[config.mk]
export PLATFORM = sky130hd
export DESIGN_NAME = fdsi_floppy_if
export DESIGN_NICKNAME = d
export VERILOG_FILES = /design/src/design/fdsi_pkg.sv /design/src/design/fdsi_floppy_if.sv
export SDC_FILE = /design/constraint.sdc
export NUM_CORES = 1
export LEC_CHECK = 0
export BUFFER_PORTS_ARGS = -buffer_cell sky130_fd_sc_hd__buf_2
export CAP_MARGIN = 40
export CORE_ASPECT_RATIO = 0.7
export CORE_MARGIN = 1
export CORE_UTILIZATION = 49
export CTS_CLUSTER_SIZE = 28
export DETAILED_ROUTE_END_ITERATION = 10
export PLACE_DENSITY = 0.71
export SLEW_MARGIN = 20
export SYNTH_ARGS = -nofsm -noshare
export SYNTH_HDL_FRONTEND = slang
export SYNTH_SLANG_ARGS = --single-unit
[constraint.sdc]
create_clock -name clock -period 4.9 [get_ports clock]
set_clock_uncertainty 0.2 [all_clocks]
set_input_delay 0.245 -clock clock [delete_from_list [all_inputs] [get_ports clock]]
set_output_delay 0.245 -clock clock [all_outputs]
set_load 0.05 [all_outputs]
[src/design/fdsi_pkg.sv]
// Purpose: Shared types and constants for the floppy drive signal interface.
// Assumes: One 125 MHz clock; all drive pins except the two density outputs are active low.
// Notes:   Times are kept in ns and turned into cycle counts here.
package fdsi_pkg;

  // ----------------------------------------------------------------
  // Timing
  // ----------------------------------------------------------------
  localparam int CLK_PERIOD_NS  = 8;
  localparam int STEP_SETUP_NS  = 1000;
  localparam int STEP_WIDTH_NS  = 1000;
  localparam int STEP_HOLD_NS   = 1000;
  localparam int GATE_LEAD_NS   = 1000;
  localparam int FLUX_WIDTH_NS  = 120;
  localparam int RESET_MIN_NS   = 500;

  localparam int CNT_W = 8;
  localparam logic [CNT_W-1:0] CNT_ZERO = 8'h00;
  localparam logic [CNT_W-1:0] CNT_ONE  = 8'h01;
  localparam logic [CNT_W-1:0] STEP_SETUP_CYC =
    CNT_W'((STEP_SETUP_NS + CLK_PERIOD_NS - 1) / CLK_PERIOD_NS);
  localparam logic [CNT_W-1:0] STEP_WIDTH_CYC =
    CNT_W'((STEP_WIDTH_NS + CLK_PERIOD_NS - 1) / CLK_PERIOD_NS);
  localparam logic [CNT_W-1:0] STEP_HOLD_CYC =
    CNT_W'((STEP_HOLD_NS + CLK_PERIOD_NS - 1) / CLK_PERIOD_NS);
  localparam logic [CNT_W-1:0] GATE_LEAD_CYC =
    CNT_W'((GATE_LEAD_NS + CLK_PERIOD_NS - 1) / CLK_PERIOD_NS);
  localparam logic [CNT_W-1:0] FLUX_WIDTH_CYC =
    CNT_W'((FLUX_WIDTH_NS + CLK_PERIOD_NS - 1) / CLK_PERIOD_NS);

  // ----------------------------------------------------------------
  // Digital input byte
  // ----------------------------------------------------------------
  localparam logic [15:0] DIG_IN_ADDR    = 16'h03f7;
  localparam int          DIG_IN_CHG_BIT = 7;
  localparam logic [7:0]  DIG_IN_RESET   = 8'h00;

  // ----------------------------------------------------------------
  // Types
  // ----------------------------------------------------------------
  typedef enum logic [1:0] {
    ST_IDLE  = 2'b00,
    ST_SETUP = 2'b01,
    ST_PULSE = 2'b10,
    ST_HOLD  = 2'b11
  } fdsi_step_e;

  typedef enum logic [1:0] {
    WR_IDLE   = 2'b00,
    WR_LEAD   = 2'b01,
    WR_ACTIVE = 2'b10
  } fdsi_wr_e;

  typedef struct packed {
    logic       step_req;
    logic       step_outward;
    logic       side_one;
    logic       write_req;
    logic       flux_pulse;
    logic       drive_sel_en;
    logic       drive_num;
    logic [1:0] motor_on;
  } fdsi_cmd_s;

  typedef struct packed {
    logic read_flux_n;
    logic index_hole_n;
    logic at_outer_track_n;
    logic write_protected_n;
    logic media_changed_n;
  } fdsi_drv_s;

  typedef struct packed {
    logic       side_select_n;
    logic       seek_direction_n;
    logic       step_pulse_n;
    logic       write_gate_n;
    logic       write_flux_n;
    logic [1:0] drive_select_n;
    logic [1:0] spindle_on_n;
    logic       density_out_zero;
    logic       density_out_one;
  } fdsi_pins_s;

  typedef struct packed {
    logic       step_busy;
    logic       step_done;
    logic       write_active;
    logic       write_refused;
    logic       read_flux_edge;
    logic       index_edge;
    logic       at_outer_track;
    logic       write_protected;
    logic [7:0] digital_input;
  } fdsi_stat_s;

  localparam fdsi_pins_s PINS_RELEASED = 11'h7ff;
  localparam fdsi_drv_s  DRV_IDLE      = 5'h1f;
  localparam fdsi_stat_s STAT_RESET    = 16'h0000;

endpackage : fdsi_pkg

[src/design/fdsi_floppy_if.sv]
// Purpose: Pin-level interface from the disk controller core to two floppy drives.
// Assumes: Drive inputs are asynchronous; core commands are on this clock.
// Notes:   Open-drain pins leave the wire level to the board pull-ups.
`timescale 1ns/1ps

module fdsi_floppy_if (
  // Clock and reset
  input  wire logic                 clock,
  input  wire logic                 resetn,
  // Controller core
  input  wire fdsi_pkg::fdsi_cmd_s  cmd,
  output fdsi_pkg::fdsi_stat_s      status,
  // Configuration
  input  wire logic                 cfg_load,
  input  wire logic                 cfg_drive,
  input  wire logic [1:0]           cfg_density,
  // Drive cable
  input  wire fdsi_pkg::fdsi_drv_s  drive_in,
  output fdsi_pkg::fdsi_pins_s      pin_out,
  output fdsi_pkg::fdsi_pins_s      pin_oe_n
);

  // ----------------------------------------------------------------
  // Input synchronisers
  // ----------------------------------------------------------------
  fdsi_pkg::fdsi_drv_s sync1_q;
  fdsi_pkg::fdsi_drv_s sync2_q;
  fdsi_pkg::fdsi_drv_s sync3_q;
  logic                protect;

  always_ff @(posedge clock or negedge resetn) begin
    if (!resetn) begin
      sync1_q <= fdsi_pkg::DRV_IDLE;
      sync2_q <= fdsi_pkg::DRV_IDLE;
      sync3_q <= fdsi_pkg::DRV_IDLE;
    end else begin
      sync1_q <= drive_in;
      sync2_q <= sync1_q;
      sync3_q <= sync2_q;
    end
  end

  assign protect = !sync2_q.write_protected_n;

  // ----------------------------------------------------------------
  // Configuration
  // ----------------------------------------------------------------
  // No reset here on purpose: a chip reset must not lose the setup.
  logic [1:0] cfg_q [2];
  logic [1:0] cfg_d [2];

  always_comb begin
    cfg_d = cfg_q;
    if (cfg_load) begin
      cfg_d[cfg_drive] = cfg_density;
    end
  end

  always_ff @(posedge clock) begin
    cfg_q <= cfg_d;
  end

  // ----------------------------------------------------------------
  // Step sequencer
  // ----------------------------------------------------------------
  fdsi_pkg::fdsi_step_e         step_st_q;
  fdsi_pkg::fdsi_step_e         step_st_d;
  logic [fdsi_pkg::CNT_W-1:0]   step_cnt_q;
  logic [fdsi_pkg::CNT_W-1:0]   step_cnt_d;
  logic                         dir_q;
  logic                         dir_d;
  logic                         step_done_d;

  always_comb begin
    step_st_d   = step_st_q;
    step_cnt_d  = step_cnt_q;
    dir_d       = dir_q;
    step_done_d = 1'b0;
    case (step_st_q)
      fdsi_pkg::ST_IDLE: begin
        if (cmd.step_req) begin
          step_st_d  = fdsi_pkg::ST_SETUP;
          step_cnt_d = fdsi_pkg::STEP_SETUP_CYC;
          dir_d      = cmd.step_outward;
        end
      end
      fdsi_pkg::ST_SETUP: begin
        if (step_cnt_q == fdsi_pkg::CNT_ONE) begin
          step_st_d  = fdsi_pkg::ST_PULSE;
          step_cnt_d = fdsi_pkg::STEP_WIDTH_CYC;
        end else begin
          step_cnt_d = step_cnt_q - fdsi_pkg::CNT_ONE;
        end
      end
      fdsi_pkg::ST_PULSE: begin
        if (step_cnt_q == fdsi_pkg::CNT_ONE) begin
          step_st_d  = fdsi_pkg::ST_HOLD;
          step_cnt_d = fdsi_pkg::STEP_HOLD_CYC;
        end else begin
          step_cnt_d = step_cnt_q - fdsi_pkg::CNT_ONE;
        end
      end
      fdsi_pkg::ST_HOLD: begin
        if (step_cnt_q == fdsi_pkg::CNT_ONE) begin
          step_st_d   = fdsi_pkg::ST_IDLE;
          step_done_d = 1'b1;
        end else begin
          step_cnt_d = step_cnt_q - fdsi_pkg::CNT_ONE;
        end
      end
      default: begin
        step_st_d = fdsi_pkg::ST_IDLE;
      end
    endcase
  end

  always_ff @(posedge clock or negedge resetn) begin
    if (!resetn) begin
      step_st_q  <= fdsi_pkg::ST_IDLE;
      step_cnt_q <= fdsi_pkg::CNT_ZERO;
      dir_q      <= 1'b0;
    end else begin
      step_st_q  <= step_st_d;
      step_cnt_q <= step_cnt_d;
      dir_q      <= dir_d;
    end
  end

  // ----------------------------------------------------------------
  // Write sequencer
  // ----------------------------------------------------------------
  // A refused write must be requested again; a held request never retries.
  fdsi_pkg::fdsi_wr_e           wr_st_q;
  fdsi_pkg::fdsi_wr_e           wr_st_d;
  logic [fdsi_pkg::CNT_W-1:0]   wr_cnt_q;
  logic [fdsi_pkg::CNT_W-1:0]   wr_cnt_d;
  logic [fdsi_pkg::CNT_W-1:0]   flux_cnt_q;
  logic [fdsi_pkg::CNT_W-1:0]   flux_cnt_d;
  logic                         wr_req_q;
  logic                         refused_d;

  always_comb begin
    wr_st_d    = wr_st_q;
    wr_cnt_d   = wr_cnt_q;
    refused_d  = 1'b0;
    flux_cnt_d = (flux_cnt_q != fdsi_pkg::CNT_ZERO) ? flux_cnt_q - fdsi_pkg::CNT_ONE : fdsi_pkg::CNT_ZERO;
    case (wr_st_q)
      fdsi_pkg::WR_IDLE: begin
        if (cmd.write_req && !wr_req_q) begin
          if (protect) begin
            refused_d = 1'b1;
          end else begin
            wr_st_d    = fdsi_pkg::WR_LEAD;
            wr_cnt_d   = fdsi_pkg::GATE_LEAD_CYC;
            flux_cnt_d = fdsi_pkg::CNT_ZERO;
          end
        end
      end
      fdsi_pkg::WR_LEAD: begin
        if (!cmd.write_req || protect) begin
          wr_st_d   = fdsi_pkg::WR_IDLE;
          refused_d = protect;
        end else if (wr_cnt_q == fdsi_pkg::CNT_ONE) begin
          wr_st_d = fdsi_pkg::WR_ACTIVE;
        end else begin
          wr_cnt_d = wr_cnt_q - fdsi_pkg::CNT_ONE;
        end
      end
      fdsi_pkg::WR_ACTIVE: begin
        if (!cmd.write_req || protect) begin
          wr_st_d   = fdsi_pkg::WR_IDLE;
          refused_d = protect;
        end else if (cmd.flux_pulse) begin
          flux_cnt_d = fdsi_pkg::FLUX_WIDTH_CYC;
        end
      end
      default: begin
        wr_st_d = fdsi_pkg::WR_IDLE;
      end
    endcase
  end

  always_ff @(posedge clock or negedge resetn) begin
    if (!resetn) begin
      wr_st_q    <= fdsi_pkg::WR_IDLE;
      wr_cnt_q   <= fdsi_pkg::CNT_ZERO;
      flux_cnt_q <= fdsi_pkg::CNT_ZERO;
      wr_req_q   <= 1'b0;
    end else begin
      wr_st_q    <= wr_st_d;
      wr_cnt_q   <= wr_cnt_d;
      flux_cnt_q <= flux_cnt_d;
      wr_req_q   <= cmd.write_req;
    end
  end

  // ----------------------------------------------------------------
  // Pins and status
  // ----------------------------------------------------------------
  fdsi_pkg::fdsi_pins_s pins_q;
  fdsi_pkg::fdsi_pins_s pins_d;
  fdsi_pkg::fdsi_stat_s stat_q;
  fdsi_pkg::fdsi_stat_s stat_d;

  always_comb begin
    pins_d.side_select_n    = !cmd.side_one;
    pins_d.seek_direction_n = dir_d;
    pins_d.step_pulse_n     = (step_st_d != fdsi_pkg::ST_PULSE);
    pins_d.write_gate_n     = (wr_st_d == fdsi_pkg::WR_IDLE);
    pins_d.write_flux_n     = (flux_cnt_d == fdsi_pkg::CNT_ZERO);
    for (int i = 0; i < 2; i++) begin
      pins_d.drive_select_n[i] = !(cmd.drive_sel_en && (cmd.drive_num == 1'(i)));
    end
    pins_d.spindle_on_n     = ~cmd.motor_on;
    pins_d.density_out_zero = cfg_q[cmd.drive_num][0];
    pins_d.density_out_one  = cfg_q[cmd.drive_num][1];
    stat_d                  = fdsi_pkg::STAT_RESET;
    stat_d.step_busy        = (step_st_d != fdsi_pkg::ST_IDLE);
    stat_d.step_done        = step_done_d;
    stat_d.write_active     = (wr_st_d == fdsi_pkg::WR_ACTIVE);
    stat_d.write_refused    = refused_d;
    stat_d.read_flux_edge   = sync3_q.read_flux_n && !sync2_q.read_flux_n;
    stat_d.index_edge       = sync3_q.index_hole_n && !sync2_q.index_hole_n;
    stat_d.at_outer_track   = !sync2_q.at_outer_track_n;
    stat_d.write_protected  = protect;
    stat_d.digital_input[fdsi_pkg::DIG_IN_CHG_BIT] = !sync2_q.media_changed_n;
  end

  // Data and enable are one flop pair so the pin never glitches between them.
  always_ff @(posedge clock or negedge resetn) begin
    if (!resetn) begin
      pins_q   <= fdsi_pkg::PINS_RELEASED;
      pin_oe_n <= fdsi_pkg::PINS_RELEASED;
      stat_q   <= fdsi_pkg::STAT_RESET;
    end else begin
      pins_q   <= pins_d;
      pin_oe_n <= pins_d;
      stat_q   <= stat_d;
    end
  end

  assign pin_out = pins_q;
  assign status  = stat_q;

  // ----------------------------------------------------------------
  // Checks
  // ----------------------------------------------------------------
  logic [fdsi_pkg::CNT_W-1:0] low_cnt_q;

  always_ff @(posedge clock or negedge resetn) begin
    if (!resetn) begin
      low_cnt_q <= fdsi_pkg::CNT_ZERO;
    end else if (!pins_q.step_pulse_n) begin
      low_cnt_q <= low_cnt_q + fdsi_pkg::CNT_ONE;
    end else begin
      low_cnt_q <= fdsi_pkg::CNT_ZERO;
    end
  end

  // Checks arm one edge after reset release. At the release edge itself the flops still see reset.
  logic chk_arm_q;

  always_ff @(posedge clock or negedge resetn) begin
    if (!resetn) begin
      chk_arm_q <= 1'b0;
    end else begin
      chk_arm_q <= 1'b1;
    end
  end
endmodule : fdsi_floppy_if

==> qor.csv <==
stage,metric,value,unit
status,status,"finished, final reports clean",
yosys,synthArstFlopShare,93.9,%
place,port_buffers,50,
yosys,synth_top_family_by_area,simple AND/OR/NAND/NOR gates,
yosys,ys_warn_count,0,
final_layout,area_growth,19.0,%
global_route,use_met1,25.6,%
place,post_dp_cell_area,3450,um^2
final_layout,final_util,61.1,%
final_layout,multiInputGateArea,1300,um^2
final_layout,nFillCells,495,
floorplan,die_area,6910,um^2
floorplan,initial_utilization,51.3,%
sta,slew_headroom,43.5,%
yosys,synthCells,290,
clock_network,clk_path_buf_depth,2,
yosys,synth-compound-area-share,14.6,%
setup_path,cp-start-kind,register,
yosys,synth_area_leaders,"dfrtp_1 (30%), dfstp_2 (19%), ha_1 (5.8%)",
routing,drt-initial-drc-count,135,
final_layout,nets,389,
sta,worstMarginPinSlew,0.825,ns
global_route,track_usage,18.9,%
yosys,yosysMostFrequentCell,dfrtp_1,
yosys,synthMuxAreaShare,2.60,%
routing,wire_per_inst,13.2,um
global_route,grt_overflow,0,
pwr,p_leak,1.69,nW
yosys,yosysSeqAreaShare,52.8,%
global_route,grt.busiest_layer,met2,
yosys,synth_cell_type_count,62,
yosys,synth-simple-area-share,16.1,%
flow_run,max_cap_viol_count,0,
routing,wl,5760,um
floorplan,die_x,98.9,um
final_layout,regArea,1700,um^2
sta,post-route-min-period,2.40,ns
setup_path,cp.arrival,2.46,ns
sta,fin_crit_sh,49.0,%
sta,drv_slew,0,
yosys,ys_ff_latch,66,
sta,tns,0,ns
routing,via_count,2332,
sta,hold_ws,0.0590,ns
sta,rsz0062_at_grt,false,
floorplan,std_cell_rows,24,
min_path,min_path_type,in -> reg,
clock_network,post_cts_resized,0,
yosys,synth-adder-area-share,5.83,%
yosys,ys.flop_type,dfrtp_1,
setup_path,crit_type,reg -> reg,
global_route,grt_pass1_wl,9990,um
clock_network,cts_root_buf,clkbuf_8,
pwr,p_per_area,414,nW/um^2
yosys,syn_area,3220,um^2
final_layout,final_layout_size_suffix_gt1_share,29.5,%
sta,final.setup.worst_slack,2.50,ns
yosys,synth_xor_area_share,0.544,%
place,gp_congestion,0.866,
setup_path,required,4.95,ns
floorplan,top_level_ports,58,
sta,finalHoldViolations,0,
setup_path,crit_path_end_kind,register,
final_layout,antenna_cells,0,
place,dp_slack,2.56,ns
clock_network,clk_pin_slew,0.07,ns
final_layout,fin_area,3830,um^2
routing,drt_pass1_iterations,5,
place,dp_hpwl,3900,um
place,dp_cells,403,
yosys,syn_avg_cell_area,11.1,um^2
pwr,p_total,1.59,mW
sta,setup_viol_count_final,0,
global_route,antenna_found_initial,0,
routing,ant_nets,0,
global_route,met2_usage,28.2,%
global_route,grt_use_met3,5.85,%
yosys,netlist.area_leader.share,30.3,%
final_layout,stdcell_count,437,
routing,avgViaCountPerCell,5.34,
clock_network,clock_sinks,66,
floorplan,core-area,6280,um^2
yosys,yosys.area.top_type,dfrtp_1,
clock_network,cts-htree-levels,3,
yosys,synth-edff-count,4,
clock_network,cts_tree,built,
clock_network,cts_made_buffers,9,
pwr,ir_drop,0.242,mV
global_route,grt_max_degree,63,
clock_network,clk-insertion-delay-late,0.34,ns
setup_path,cp_max_fo,7,
sta,fmax,416,MHz
yosys,synthTopCellsByCount,"dfrtp_1 (39), dfstp_2 (23), inv_1 (22)",
floorplan,die_h,69.8,um
global_route,grt_pass1_vias,2150,
routing,drc_errors,0,
==> power breakdown <==
| group | leakage (nW) | total (mW) | internal [mW] | switching [mW] |
|---|---|---|---|---|
| Clock | 0.0893 | 0.433 | 0.233 | 0.200 |
| Sequential | 0.736 | 0.704 | 0.636 | 0.0676 |
| Combinational | 0.864 | 0.449 | 0.163 | 0.286 |
| Total | 1.69 | 1.59 | 1.03 | 0.553 |
==> cells in the final DEF (no fill, tap or decap), types with 3 or more instances in the layout <==
master	Yosys	final
buf_2	2	50
dfrtp_1	39	39
dfstp_2	23	23
inv_1	22	22
dlygate4sd3_1	0	17
ha_1	15	15
a21oi_1	13	13
o21ai_0	13	13
nor2_1	12	12
nand3_1	10	10
nand2_1	9	9
clkbuf_8	0	9
nor2b_1	8	8
o31ai_1	8	8
conb_1	1	7
nor3_1	6	6
nand2b_1	6	6
mux2i_1	5	5
nor4b_1	4	4
and2_1	4	4
or3_1	4	4
or4_1	4	4
edfxtp_1	4	4
or2_2	3	3
and3_1	3	3
mux2_2	3	3
a31oi_1	3	3
==> registers in the layout (all words and copies together) (netlist names) <==
register and flops:
cfg_q 4, dir_q 1, flux_cnt_q 8, pin_out 11, status 9, step_cnt_q 8
step_st_q 2, sync1_q 5, sync2_q 5, sync3_q 2, wr_cnt_q 8, wr_req_q 1
wr_st_q 2
==> critical path, stage by stage (launching register included) <==
cell,delay (ns)
dfrtp_1,0.43
inv_1,0.10
ha_1,0.38
nor2_1,0.15
a2111oi_0,0.74
a21oi_1,0.13
a31oi_1,0.18
==> area by class of cell <==
cell class	instances	share of cell area, %
Sequential cell	66	44.4
Multi-Input combinational cell	185	34.0
Timing Repair Buffer	70	12.1
Clock buffer	11	3.43
Tap cell	78	2.55
Inverter	22	2.15
Clock inverter	5	1.44
==> per-layer routing <==
metal	wire length (um)	vias to the layer above
li1	-	1154
met1	2730	1106
met2	2680	65
met3	282	7
met4	60	0
met5	0	-
==> kinds of logic after synthesis <==
kind of cell | count (synthesis)
flops | 66
compound gates | 66
mux | 8
simple gates | 87
buf+inv | 45
other cells | 1
xor+xnor | 2
fa+ha+maj | 15
==> worst paths after layout <==
kind	from	end	slack [ns]	depth (start not counted)
max in group asynchronous	resetn	pin_out[7]$_DFF_PN1_	3.84	4
min in group asynchronous	resetn	flux_cnt_q[2]$_DFF_PN0_	0.13	3
max reg2reg	step_st_q[1]$_DFF_PN0_	step_cnt_q[7]$_DFFE_PN0P_	2.50	6
min reg2reg	sync1_q[1]$_DFF_PN1_	sync2_q[1]$_DFF_PN1_	0.16	0
min	cmd[8]	step_st_q[1]$_DFF_PN0_	0.06	3
max	step_st_q[1]$_DFF_PN0_	step_cnt_q[7]$_DFFE_PN0P_	2.50	6
==> timing repair <==
| item | 4_1_cts | 5_1_grt |
|---|---|---|
| buffers inserted | 0 | 0 |
| endpoints found under the setup margin | 0 | 0 |
| hold buffers | 17 | 0 |
| hold endpoints to repair | 60 | 0 |
Note: power is estimated with default switching activity, not from simulation.
